**config.mk**
```make
export PLATFORM = sky130hd
export DESIGN_NAME = conv_device_flat
export DESIGN_NICKNAME = d
export VERILOG_FILES = /design/src/verilog/conv_ctrl_pkg.sv /design/src/verilog/conv_link_if.sv /design/src/verilog/conv_device.sv /design/src/flat_wrapper.sv
export VERILOG_INCLUDE_DIRS = /design/src /design/src/verilog
export SDC_FILE = /design/constraint.sdc
export NUM_CORES = 1
export LEC_CHECK = 0
export ABC_CLOCK_PERIOD_IN_PS = 1600
export BUFFER_PORTS_ARGS = -buffer_cell sky130_fd_sc_hd__buf_2
export CORE_ASPECT_RATIO = 2
export CORE_MARGIN = 2
export CORE_UTILIZATION = 30
export CTS_CLUSTER_SIZE = 25
export DETAILED_ROUTE_END_ITERATION = 8
export SKIP_CTS_REPAIR_TIMING = 1
export SLEW_MARGIN = 5
export SYNTH_ARGS = -nofsm -noshare
export SYNTH_HDL_FRONTEND = slang
export SYNTH_SLANG_ARGS = --single-unit
```
**constraint.sdc**
```tcl
create_clock -name clk_i -period 1.6 [get_ports clk_i]
set_input_delay 0.32 -clock clk_i [delete_from_list [all_inputs] [get_ports clk_i]]
set_output_delay 0.32 -clock clk_i [all_outputs]
set_load 0.03 [all_outputs]
```
**src/verilog/conv_ctrl_map.svh**
```systemverilog
`ifndef CONV_CTRL_MAP_SVH
`define CONV_CTRL_MAP_SVH
// data word width and pipeline depth in conversion clocks
`define CONV_DATA_W        14
`define CONV_PIPE_DEPTH    13
// least hold of reset and calibrate, in clocks
`define CONV_MIN_PULSE     2
// self-calibration length in clocks
`define CONV_CAL_CYCLES    272800
// wake-up time after power-down, in clocks (plain default)
`define CONV_WAKE_CYCLES   16
// reference settling time in ms and its clock count at 125 MHz
`define CONV_SETTLE_MS     100
`define CONV_CLK_MHZ       125
`define CONV_SETTLE_CYCLES (`CONV_SETTLE_MS * 1000 * `CONV_CLK_MHZ)
// extreme and zero two's-complement codes
`define CONV_CODE_MIN      14'h2000
`define CONV_CODE_MAX      14'h1FFF
`define CONV_CODE_ZERO     14'h0000
`endif

```
**src/verilog/conv_ctrl_pkg.sv**
```systemverilog
`default_nettype none
package conv_ctrl_pkg;
   typedef enum logic [2:0] {
      DEV_OFF,
      DEV_WAKE,
      DEV_RESET,
      DEV_CAL,
      DEV_RUN
   } dev_state_t;
   typedef enum logic [2:0] {
      HOST_SETTLE,
      HOST_RESET,
      HOST_CAL,
      HOST_CAL_WAIT,
      HOST_READY,
      HOST_DOWN
   } host_state_t;
endpackage : conv_ctrl_pkg
`default_nettype wire

```
**src/verilog/conv_link_if.sv**
```systemverilog
`timescale 1ns/1ps
`default_nettype none
interface conv_link_if;
   logic        reset;
   logic        calibrate;
   logic        read_n;
   logic        power_down_n;
   logic        eoc_n;
   logic [13:0] data_out;
   logic        data_oe_n;
   logic [13:0] data_bus;
   // tri-state resolution of the data pins, x-free when released
   always_comb begin
      data_bus = data_oe_n ? 14'h0000 : data_out;
   end
   modport device (
      input  reset,
      input  calibrate,
      input  read_n,
      input  power_down_n,
      output eoc_n,
      output data_out,
      output data_oe_n
   );
   modport host (
      output reset,
      output calibrate,
      output read_n,
      output power_down_n,
      input  eoc_n,
      input  data_bus
   );
endinterface : conv_link_if
`default_nettype wire

```
**src/verilog/conv_device.sv**
```systemverilog
// Summary of operation
// [RULE1] sign bit low when positive input larger
// [RULE2] zero differential input gives code zero
// [RULE3] mux selection changes on rising clock only
// [RULE4] host keeps clock continuous within range
// [RULE5] clock drives state; stopping corrupts pipeline
// [RULE6] host holds reset two clocks after power-up
// [RULE7] calibrate held two clocks starts calibration
// [RULE8] host resets before every calibration
// [RULE9] host recalibrates after power-down or drift
// [RULE10] host calibrates at conversion clock rate
// [RULE11] calibration lasts 272800 clocks
// [RULE12] words invalid during reset/calibrate plus 13
// [RULE13] host waits for reference settling first
// [RULE14] data drivers enabled while read low
// [RULE15] power-down low holds low-power, corrupts pipeline
// [RULE16] resume within wake-up time after power-down
// [RULE17] host resets and calibrates after power-down
// [RULE18] one word per clock, 13 clocks late
// [RULE19] end-of-conversion low while data valid
// [RULE20] output words are two's complement
// [RULE21] out-of-range inputs clamp to extreme codes
// [RULE22] host counts calibration plus flush cycles
`timescale 1ns/1ps
`default_nettype none
`include "conv_ctrl_map.svh"
module conv_device (
   input  wire logic        clk_i,
   input  wire logic        rstn_i,
   input  wire logic        ce_i,
   input  wire logic [15:0] sample_i,
   conv_link_if.device      link,
   output logic             calibrating_o,
   output logic             powered_down_o
);
   // sample_i: signed differential input in a wider range than the output
   localparam int DW    = `CONV_DATA_W;
   localparam int DEPTH = `CONV_PIPE_DEPTH;
   localparam logic [18:0] CAL_N  = 19'(`CONV_CAL_CYCLES);
   localparam logic [18:0] WAKE_N = 19'(`CONV_WAKE_CYCLES);
   localparam logic [3:0]  FLUSH  = 4'(`CONV_PIPE_DEPTH);

   conv_ctrl_pkg::dev_state_t state_q;
   logic [18:0]               cnt_q;
   logic [3:0]                flush_q;
   logic [DW-1:0]             pipe_q [DEPTH];
   logic                      rst_q;
   logic                      cal_q;

   // output meaningful only in run mode with both control pins released
   function automatic logic out_defined(input conv_ctrl_pkg::dev_state_t st,
                                        input logic                      rst,
                                        input logic                      cal);
      out_defined = (st == conv_ctrl_pkg::DEV_RUN) && !rst && !cal;
   endfunction : out_defined

   // terminal test of the shared wake-up and calibration counter
   function automatic logic count_done(input logic [18:0] cnt,
                                       input logic [18:0] len);
      count_done = (cnt == len - 19'h00001);
   endfunction : count_done

   // saturate to the two extreme codes, two's complement kept as is
   function automatic logic [DW-1:0] quantise(input logic [15:0] s);
      if ($signed(s) < $signed(16'hE000)) begin
         quantise = `CONV_CODE_MIN; // RULE21
      end else if ($signed(s) > $signed(16'h1FFF)) begin
         quantise = `CONV_CODE_MAX; // RULE21
      end else begin
         // sign bit high for negative input, zero maps to zero
         quantise = s[DW-1:0]; // RULE1 RULE2 RULE20
      end
   endfunction : quantise

   // pins are synchronous; previous levels give two-clock qualification
   always_ff @(posedge clk_i or negedge rstn_i) begin
      if (!rstn_i) begin
         rst_q <= 1'b0;
      end else if (ce_i) begin
         rst_q <= link.reset;
      end
   end

   // a one-clock glitch on calibrate never starts a calibration
   always_ff @(posedge clk_i or negedge rstn_i) begin
      if (!rstn_i) begin
         cal_q <= 1'b0;
      end else if (ce_i) begin
         cal_q <= link.calibrate;
      end
   end

   always_ff @(posedge clk_i or negedge rstn_i) begin
      if (!rstn_i) begin
         state_q <= conv_ctrl_pkg::DEV_RUN;
         cnt_q   <= 19'h00000;
      end else if (ce_i) begin // RULE5
         // power-down wins over every state, calibration included
         if (!link.power_down_n) begin
            state_q <= conv_ctrl_pkg::DEV_OFF; // RULE15
            cnt_q   <= 19'h00000;
         end else begin
            case (state_q)
               // pipeline is stale after waking; host must recalibrate
               conv_ctrl_pkg::DEV_OFF: begin
                  state_q <= conv_ctrl_pkg::DEV_WAKE;
                  cnt_q   <= 19'h00000;
               end
               conv_ctrl_pkg::DEV_WAKE: begin
                  // reset and calibrate are refused until wake-up ends
                  if (count_done(cnt_q, WAKE_N)) begin
                     state_q <= conv_ctrl_pkg::DEV_RUN; // RULE16
                  end else begin
                     cnt_q <= cnt_q + 19'h00001;
                  end
               end
               conv_ctrl_pkg::DEV_CAL: begin
                  // reset aborts a running calibration at once
                  if (link.reset) begin
                     state_q <= conv_ctrl_pkg::DEV_RESET;
                  end else if (count_done(cnt_q, CAL_N)) begin
                     state_q <= conv_ctrl_pkg::DEV_RUN; // RULE11
                  end else begin
                     cnt_q <= cnt_q + 19'h00001;
                  end
               end
               // run and reset states share the pin decoding
               default: begin
                  if (link.reset && rst_q) begin
                     state_q <= conv_ctrl_pkg::DEV_RESET;
                  end else if (state_q == conv_ctrl_pkg::DEV_RESET && !link.reset) begin
                     state_q <= conv_ctrl_pkg::DEV_RUN;
                  end else if (link.calibrate && cal_q) begin
                     state_q <= conv_ctrl_pkg::DEV_CAL; // RULE7
                     cnt_q   <= 19'h00000;
                  end
               end
            endcase
         end
      end
   end

   // one stage per clock; word leaves DEPTH clocks after capture
   always_ff @(posedge clk_i or negedge rstn_i) begin
      if (!rstn_i) begin
         for (int i = 0; i < DEPTH; i++) begin
            pipe_q[i] <= `CONV_CODE_ZERO;
         end
      end else if (ce_i) begin
         pipe_q[0] <= quantise(sample_i); // RULE18
         for (int i = 1; i < DEPTH; i++) begin
            pipe_q[i] <= pipe_q[i-1];
         end
      end
   end

   // validity: flush count restarts whenever output is undefined
   always_ff @(posedge clk_i or negedge rstn_i) begin
      if (!rstn_i) begin
         flush_q <= FLUSH;
      end else if (ce_i) begin
         if (!out_defined(state_q, link.reset, link.calibrate)) begin
            flush_q <= FLUSH; // RULE12
         end else if (flush_q != 4'h0) begin
            flush_q <= flush_q - 4'h1;
         end
      end
   end

   // output register adds one clock beyond the last pipeline stage
   always_ff @(posedge clk_i or negedge rstn_i) begin
      if (!rstn_i) begin
         link.data_out <= `CONV_CODE_ZERO;
      end else if (ce_i) begin
         link.data_out <= pipe_q[DEPTH-1]; // RULE18
      end
   end

   always_ff @(posedge clk_i or negedge rstn_i) begin
      if (!rstn_i) begin
         link.data_oe_n <= 1'b1;
      end else if (ce_i) begin
         link.data_oe_n <= link.read_n; // RULE14
      end
   end

   always_ff @(posedge clk_i or negedge rstn_i) begin
      if (!rstn_i) begin
         link.eoc_n <= 1'b1;
      end else if (ce_i) begin
         link.eoc_n <= !(flush_q == 4'h0
                         && out_defined(state_q, link.reset, link.calibrate)); // RULE19 RULE12
      end
   end

   // status flags trail the state by one clock
   always_ff @(posedge clk_i or negedge rstn_i) begin
      if (!rstn_i) begin
         calibrating_o  <= 1'b0;
         powered_down_o <= 1'b0;
      end else if (ce_i) begin
         calibrating_o  <= (state_q == conv_ctrl_pkg::DEV_CAL);
         powered_down_o <= (state_q == conv_ctrl_pkg::DEV_OFF);
      end
   end
endmodule : conv_device
`default_nettype wire

```
**src/flat_wrapper.sv**
```systemverilog
// flat-port wrapper written by rule: the top's interface ports become plain ports
module conv_device_flat 
  (clk_i, rstn_i, ce_i, sample_i, calibrating_o, powered_down_o, link_reset, link_calibrate, link_read_n, link_power_down_n, link_eoc_n, link_data_out, link_data_oe_n);
  conv_link_if link_i ();
  input  wire logic clk_i;
  input  wire logic rstn_i;
  input  wire logic ce_i;
  input  wire logic [15:0] sample_i;
  output logic calibrating_o;
  output logic powered_down_o;
  input wire logic [$bits(link_i.reset)-1:0] link_reset;
  input wire logic [$bits(link_i.calibrate)-1:0] link_calibrate;
  input wire logic [$bits(link_i.read_n)-1:0] link_read_n;
  input wire logic [$bits(link_i.power_down_n)-1:0] link_power_down_n;
  output wire logic [$bits(link_i.eoc_n)-1:0] link_eoc_n;
  output wire logic [$bits(link_i.data_out)-1:0] link_data_out;
  output wire logic [$bits(link_i.data_oe_n)-1:0] link_data_oe_n;
  assign link_i.reset = link_reset;
  assign link_i.calibrate = link_calibrate;
  assign link_i.read_n = link_read_n;
  assign link_i.power_down_n = link_power_down_n;
  assign link_eoc_n = link_i.eoc_n;
  assign link_data_out = link_i.data_out;
  assign link_data_oe_n = link_i.data_oe_n;
  conv_device u_core (.clk_i(clk_i), .rstn_i(rstn_i), .ce_i(ce_i), .sample_i(sample_i), .link(link_i), .calibrating_o(calibrating_o), .powered_down_o(powered_down_o));
endmodule
```
After elaboration in Yosys (flattened, before gate mapping)
Index checks and enable logic that the tools add are counted.

Bitwise gates (word level): 0. Eq/ne operators: 16. Mux-type cells: 20. Reduce and logical (&&, ||, !) cells: 15. Divide/modulo/power cells: 0. Add/subtract/negate cells: 2. $mul: 0. Shifts and indexed selects: 0. Order comparisons: 2.

Operators by type and width (number): $mux 19 (7); $pmux 19 s3 (1); $mux 14 (2); $mux 3 (7); $add 19x1->19 const B (1); $eq 19x19->1 const B (1); $eq 19x4->1 const B (1); $gt 16x14->1 const B (1); $lt 16x14->1 const B (1); $ne 5x5->1 const B (2); $ne 3x3->1 const B (3); $pmux 3 s3 (1); $mux 4 (2); $ne 7x1->1 const B (1); $reduce_and 7->1 (1); $eq 3x2->1 const B (2); $logic_and 1x1->1 (6); $ne 5x1->1 const B (1); $logic_not 4->1 (1); $ne 4x3->1 const B (1); $reduce_and 4->1 (1); $reduce_bool 4->1 (1); $sub 4x1->4 const B (1); $eq 3x1->1 const B (1); other kinds (6) (8).

Latch bits: 0. Memories: 0. Input port bits: 23. Memory bits (read-only): 0. Output and inout port bits: 18. Flip-flop bits (word level): 228. Word-level logic and storage cells: 78. RAM bits: 0.

Logic depth before layout (Yosys ltp)
Depth in word-level cells: 6. Gate-level depth with buffers: 7. Mapped depth without buffers: 6.

Worst setup path before layout
OpenSTA, ideal clock, no wires.

Path kind: flip-flop to flip-flop. Start: reg u_core.cnt_q[0]. End: reg u_core.state_q[0]. Stages on the path, launching flop included: 7. Setup slack: 0.021 ns. Data required time: 1.476 ns. Period minus slack after synthesis: 1.579 ns. Arrival: 1.455 ns. Setup time: 0.124 ns. Cells stage by stage: dfrtp_1 ha_1 and3_1 nand4_1 a211oi_2 nor2_1 a211o_1.

Cells in the longest elaborated chain, start to end: 3. Elaborated cells on any way between the ends: 5. Classes of those cells: eq/ne: 4; reduce/logical: 1.

Ends and longest elaborated chain: start, declared (line conv_device.sv:44) `logic [18:0] cnt_q;`; start signal, assigned (line conv_device.sv:114) `cnt_q <= cnt_q + 19'h00001;`; start signal, assigned (line conv_device.sv:124) `cnt_q <= cnt_q + 19'h00001;`; $eq 19x19->1 or $eq 19x4->1 (tied branches) (line conv_device.sv:60) `count_done = (cnt == len - 19'h00001);`; $ne 4x3->1 (no line) or $ne 3x2->1 (tied branches); $reduce_and 4->1 (no line) (*); end signal, assigned (line conv_device.sv:95) `state_q <= conv_ctrl_pkg::DEV_RUN;`; end signal, assigned (line conv_device.sv:100) `state_q <= conv_ctrl_pkg::DEV_OFF;`; end signal, assigned (line conv_device.sv:106) `state_q <= conv_ctrl_pkg::DEV_WAKE;`; end, declared (line conv_device.sv:43) `conv_ctrl_pkg::dev_state_t state_q;`.

Mark *: on every way between the ends. The rest lies on a longest branch, timed or not. A chain may end at the register's enable or synchronous reset.

Worst setup path in the final report
Start: reg u_core.cnt_q[1]. End: reg u_core.state_q[0].

Same word-level chain as after synthesis.

==> qor.yml <==
fp.dieW_um: 129.9
clk_pin_slew_worst_paths_ps: 70
leakagePower_nw: 5.197
finalHoldViolCount: 0
drcViolationCount: 0
p_per_area_nw_per_um2: 1497
drt_wl_total_um: 17020
layout_commonest_cell: "dfrtp_1"
synthAdderAreaFrac_pct: 0.3945
clockBufferDepth: 3
syn_area_um2: 9515
mostFrequentLayoutCells: "dfrtp_1 (220), mux2_2 (187), buf_4 (50)"
drv_slew: 0
synthToLayoutAreaGrowth_pct: 22.41
dr.first_iter.drc_count: 248
setup_viol: 5
synthSimpleGateAreaFrac_pct: 7.798
synth_top_family_by_area: "multiplexers"
gr-usage-all-layers_pct: 10.66
cp-start-kind: "flop"
clk_latency_ps: 510
antennaDiodeCount: 0
port_buffers: 40
critPathMaxFanout: 4
fin_util_pct: 37.06
path_delay_family: "simple AND/OR/NAND/NOR gates"
async_flop_share_pct: 100.0
hpwl_um: 11590
ys_ff_latch: 228
yosysWarnings: 0
place_congestion: 0.7704
synth_area_per_cell_um2: 13.20
outcome: "complete, but fails checks"
peakVddDrop_mv: 0.6176
start_util_pct: 30.28
cp_cell_sequence: "ha_4 -> and3_4 -> nand4_1 -> a211oi_2 -> nor2_1 -> a211o_1"
dr.pass1.iters: 4
cts_buffers: 20
synth_top_area_share_pct: 58.38
worstSetupPathType: "flop to flop"
root_buffer: "clkbuf_16"
vias_per_cell: 4.597
finalWorstSetupSlack_ps: -44.21
cp_slowest_cell: "dfrtp_1"
ys_top_cells_by_area: "dfrtp_1 (58%), mux2_2 (22%), nand2_1 (2.0%)"
yosysUniqueCellTypes: 54
period_minus_slack_ps: 1644
grt_remaining_overflow: 0
cts_sinks: 228
die_y_um: 255.9
num-nets-final: 836
antenna_found_initial: 0
fp.coreArea_um2: 31430
cts_htree_levels: 1
yosys-mux-area-fraction_pct: 22.13
worst_slew_pin_slew_ps: 442.8
grt_pass1_vias: 5959
skew_ps: 12.60
vias: 5732
relSlewSlack_pct: 70.48
synth_top_area_cell: "dfrtp_1"
cp-end-kind: "flop"
hold_class: "input port to flop"
crit_arrival_ps: 2030
whs_ps: 47.60
synth_compound_area_share_pct: 6.601
cts_tree: "yes"
synthCells: 721
synth_ff_type: "dfrtp_1"
yosysSeqAreaShare_pct: 60.04
die-area_um2: 33240
n_fill_cell: 2982
rows: 92
detail-route-antenna-nets: 0
grt_pass1_wl_um: 29300
worstPathRequired_ps: 1990
rsz0062_at_grt: "yes"
violations: "setup timing"
fin_crit_sh_pct: 102.8
drive_gt1_share_pct: 45.87
synth_edf_count: 0
syn_nets: 747
io_pins: 41
synth_xor_area_share_pct: 0
slowest_delay_ps: 390
maxCapViolations: 0
wl_per_cell_um: 13.65
critPathBufInv: 0
fmax_ghz: 0.6082
grt_max_degree: 49
==> per-layer routing <==
metal  routed length (um)  vias to the layer above  track usage (%)
met1                 6842                     2906            12.45
li1                     -                     2716                -
met5                    0                        -                0
met2                 9240                       85            18.94
met3                  509                       25            1.547
met4                  429                        0            4.809
==> cells by family after synthesis <==
family	count (synthesis)
AO/OA/AOI/OAI	95
adder cells (fa/ha/maj)	3
buffers and inverters	64
flip-flops	228
multiplexers	187
AND/OR/NAND/NOR	144
==> through the flow <==
stage / total power, mW / setup slack [ps] / instance area, um^2 / TNS (ps) / std cells
after floorplan: 11.05 / 21.11 / 9515 / 0 / 721
after global placement: 12.14 / -65.75 / 10660 / -335.7 / 1199
after detailed placement: 12.35 / -83.82 / 10660 / -603.4 / 1199
after CTS: 17.45 / -135.3 / 11350 / -998.9 / 1235
after global routing: 18.52 / -145.2 / 11650 / -1663 / 1247
final: 17.43 / -44.21 / 11650 / -148.9 / 1247
==> cells in the mapped netlist (all sizes together), types with 2 or more instances <==
cell,count
dfrtp,222
mux2,187
nand2,50
o21ai,40
nor2,38
buf,33
inv,22
nand3,16
o211ai,16
a21oi,11
o31ai,10
clkbuf,9
nand4,7
dfstp,6
a31oi,5
nor3,5
nor4,5
nand2b,4
a22o,3
and2,3
ha,3
and2b,2
and3,2
and4,2
nor2b,2
nor3b,2
o2111ai,2
or4,2
==> worst paths after layout <==
kind,startpoint,depth (start not counted),slack (ps),to
max reg2reg,u_core.cnt_q[1],6,-40,u_core.state_q[0]
max in group asynchronous,rstn_i,3,710,u_core.link.data_out[4]
min,link_read_n,2,50,u_core.link.data_oe_n
max,u_core.cnt_q[1],6,-40,u_core.state_q[0]
min in group asynchronous,rstn_i,2,310,u_core.pipe_q[155]
min reg2reg,u_core.link.eoc_n,2,480,u_core.link.eoc_n
==> sequential cells by signal, indices dropped and copies added, names as in the netlist <==
name / flops
u_core.cnt_q: 19
u_core.cal_q: 1
u_core.link.data_oe_n: 1
u_core.powered_down_o: 1
u_core.flush_q: 4
u_core.calibrating_o: 1
u_core.pipe_q: 182
u_core.link.data_out: 14
u_core.link.eoc_n: 1
u_core.rst_q: 1
u_core.state_q: 3
==> cell type report <==
| class | count | area, um^2 | share of cell area, % |
|---|---|---|---|
| Multi-Input combinational cell | 429 | 3675 | 31.55 |
| Clock inverter | 7 | 101.3 | 0.8701 |
| Inverter | 22 | 82.58 | 0.7090 |
| Sequential cell | 228 | 5715 | 49.07 |
| Tap cell | 423 | 529.3 | 4.544 |
| Timing Repair Buffer | 109 | 959.7 | 8.239 |
| Clock buffer | 29 | 584.3 | 5.017 |
==> power breakdown <==
part           switching [mW]  leakage, nW  internal (mW)  total [mW]
Sequential              0.910         2.85           7.62        8.53
Clock                    2.10        0.330           2.88        4.98
Combinational            1.75         2.02           2.17        3.92
Total                    4.76         5.20           12.7        17.4
(Power assumes the default switching activity.)
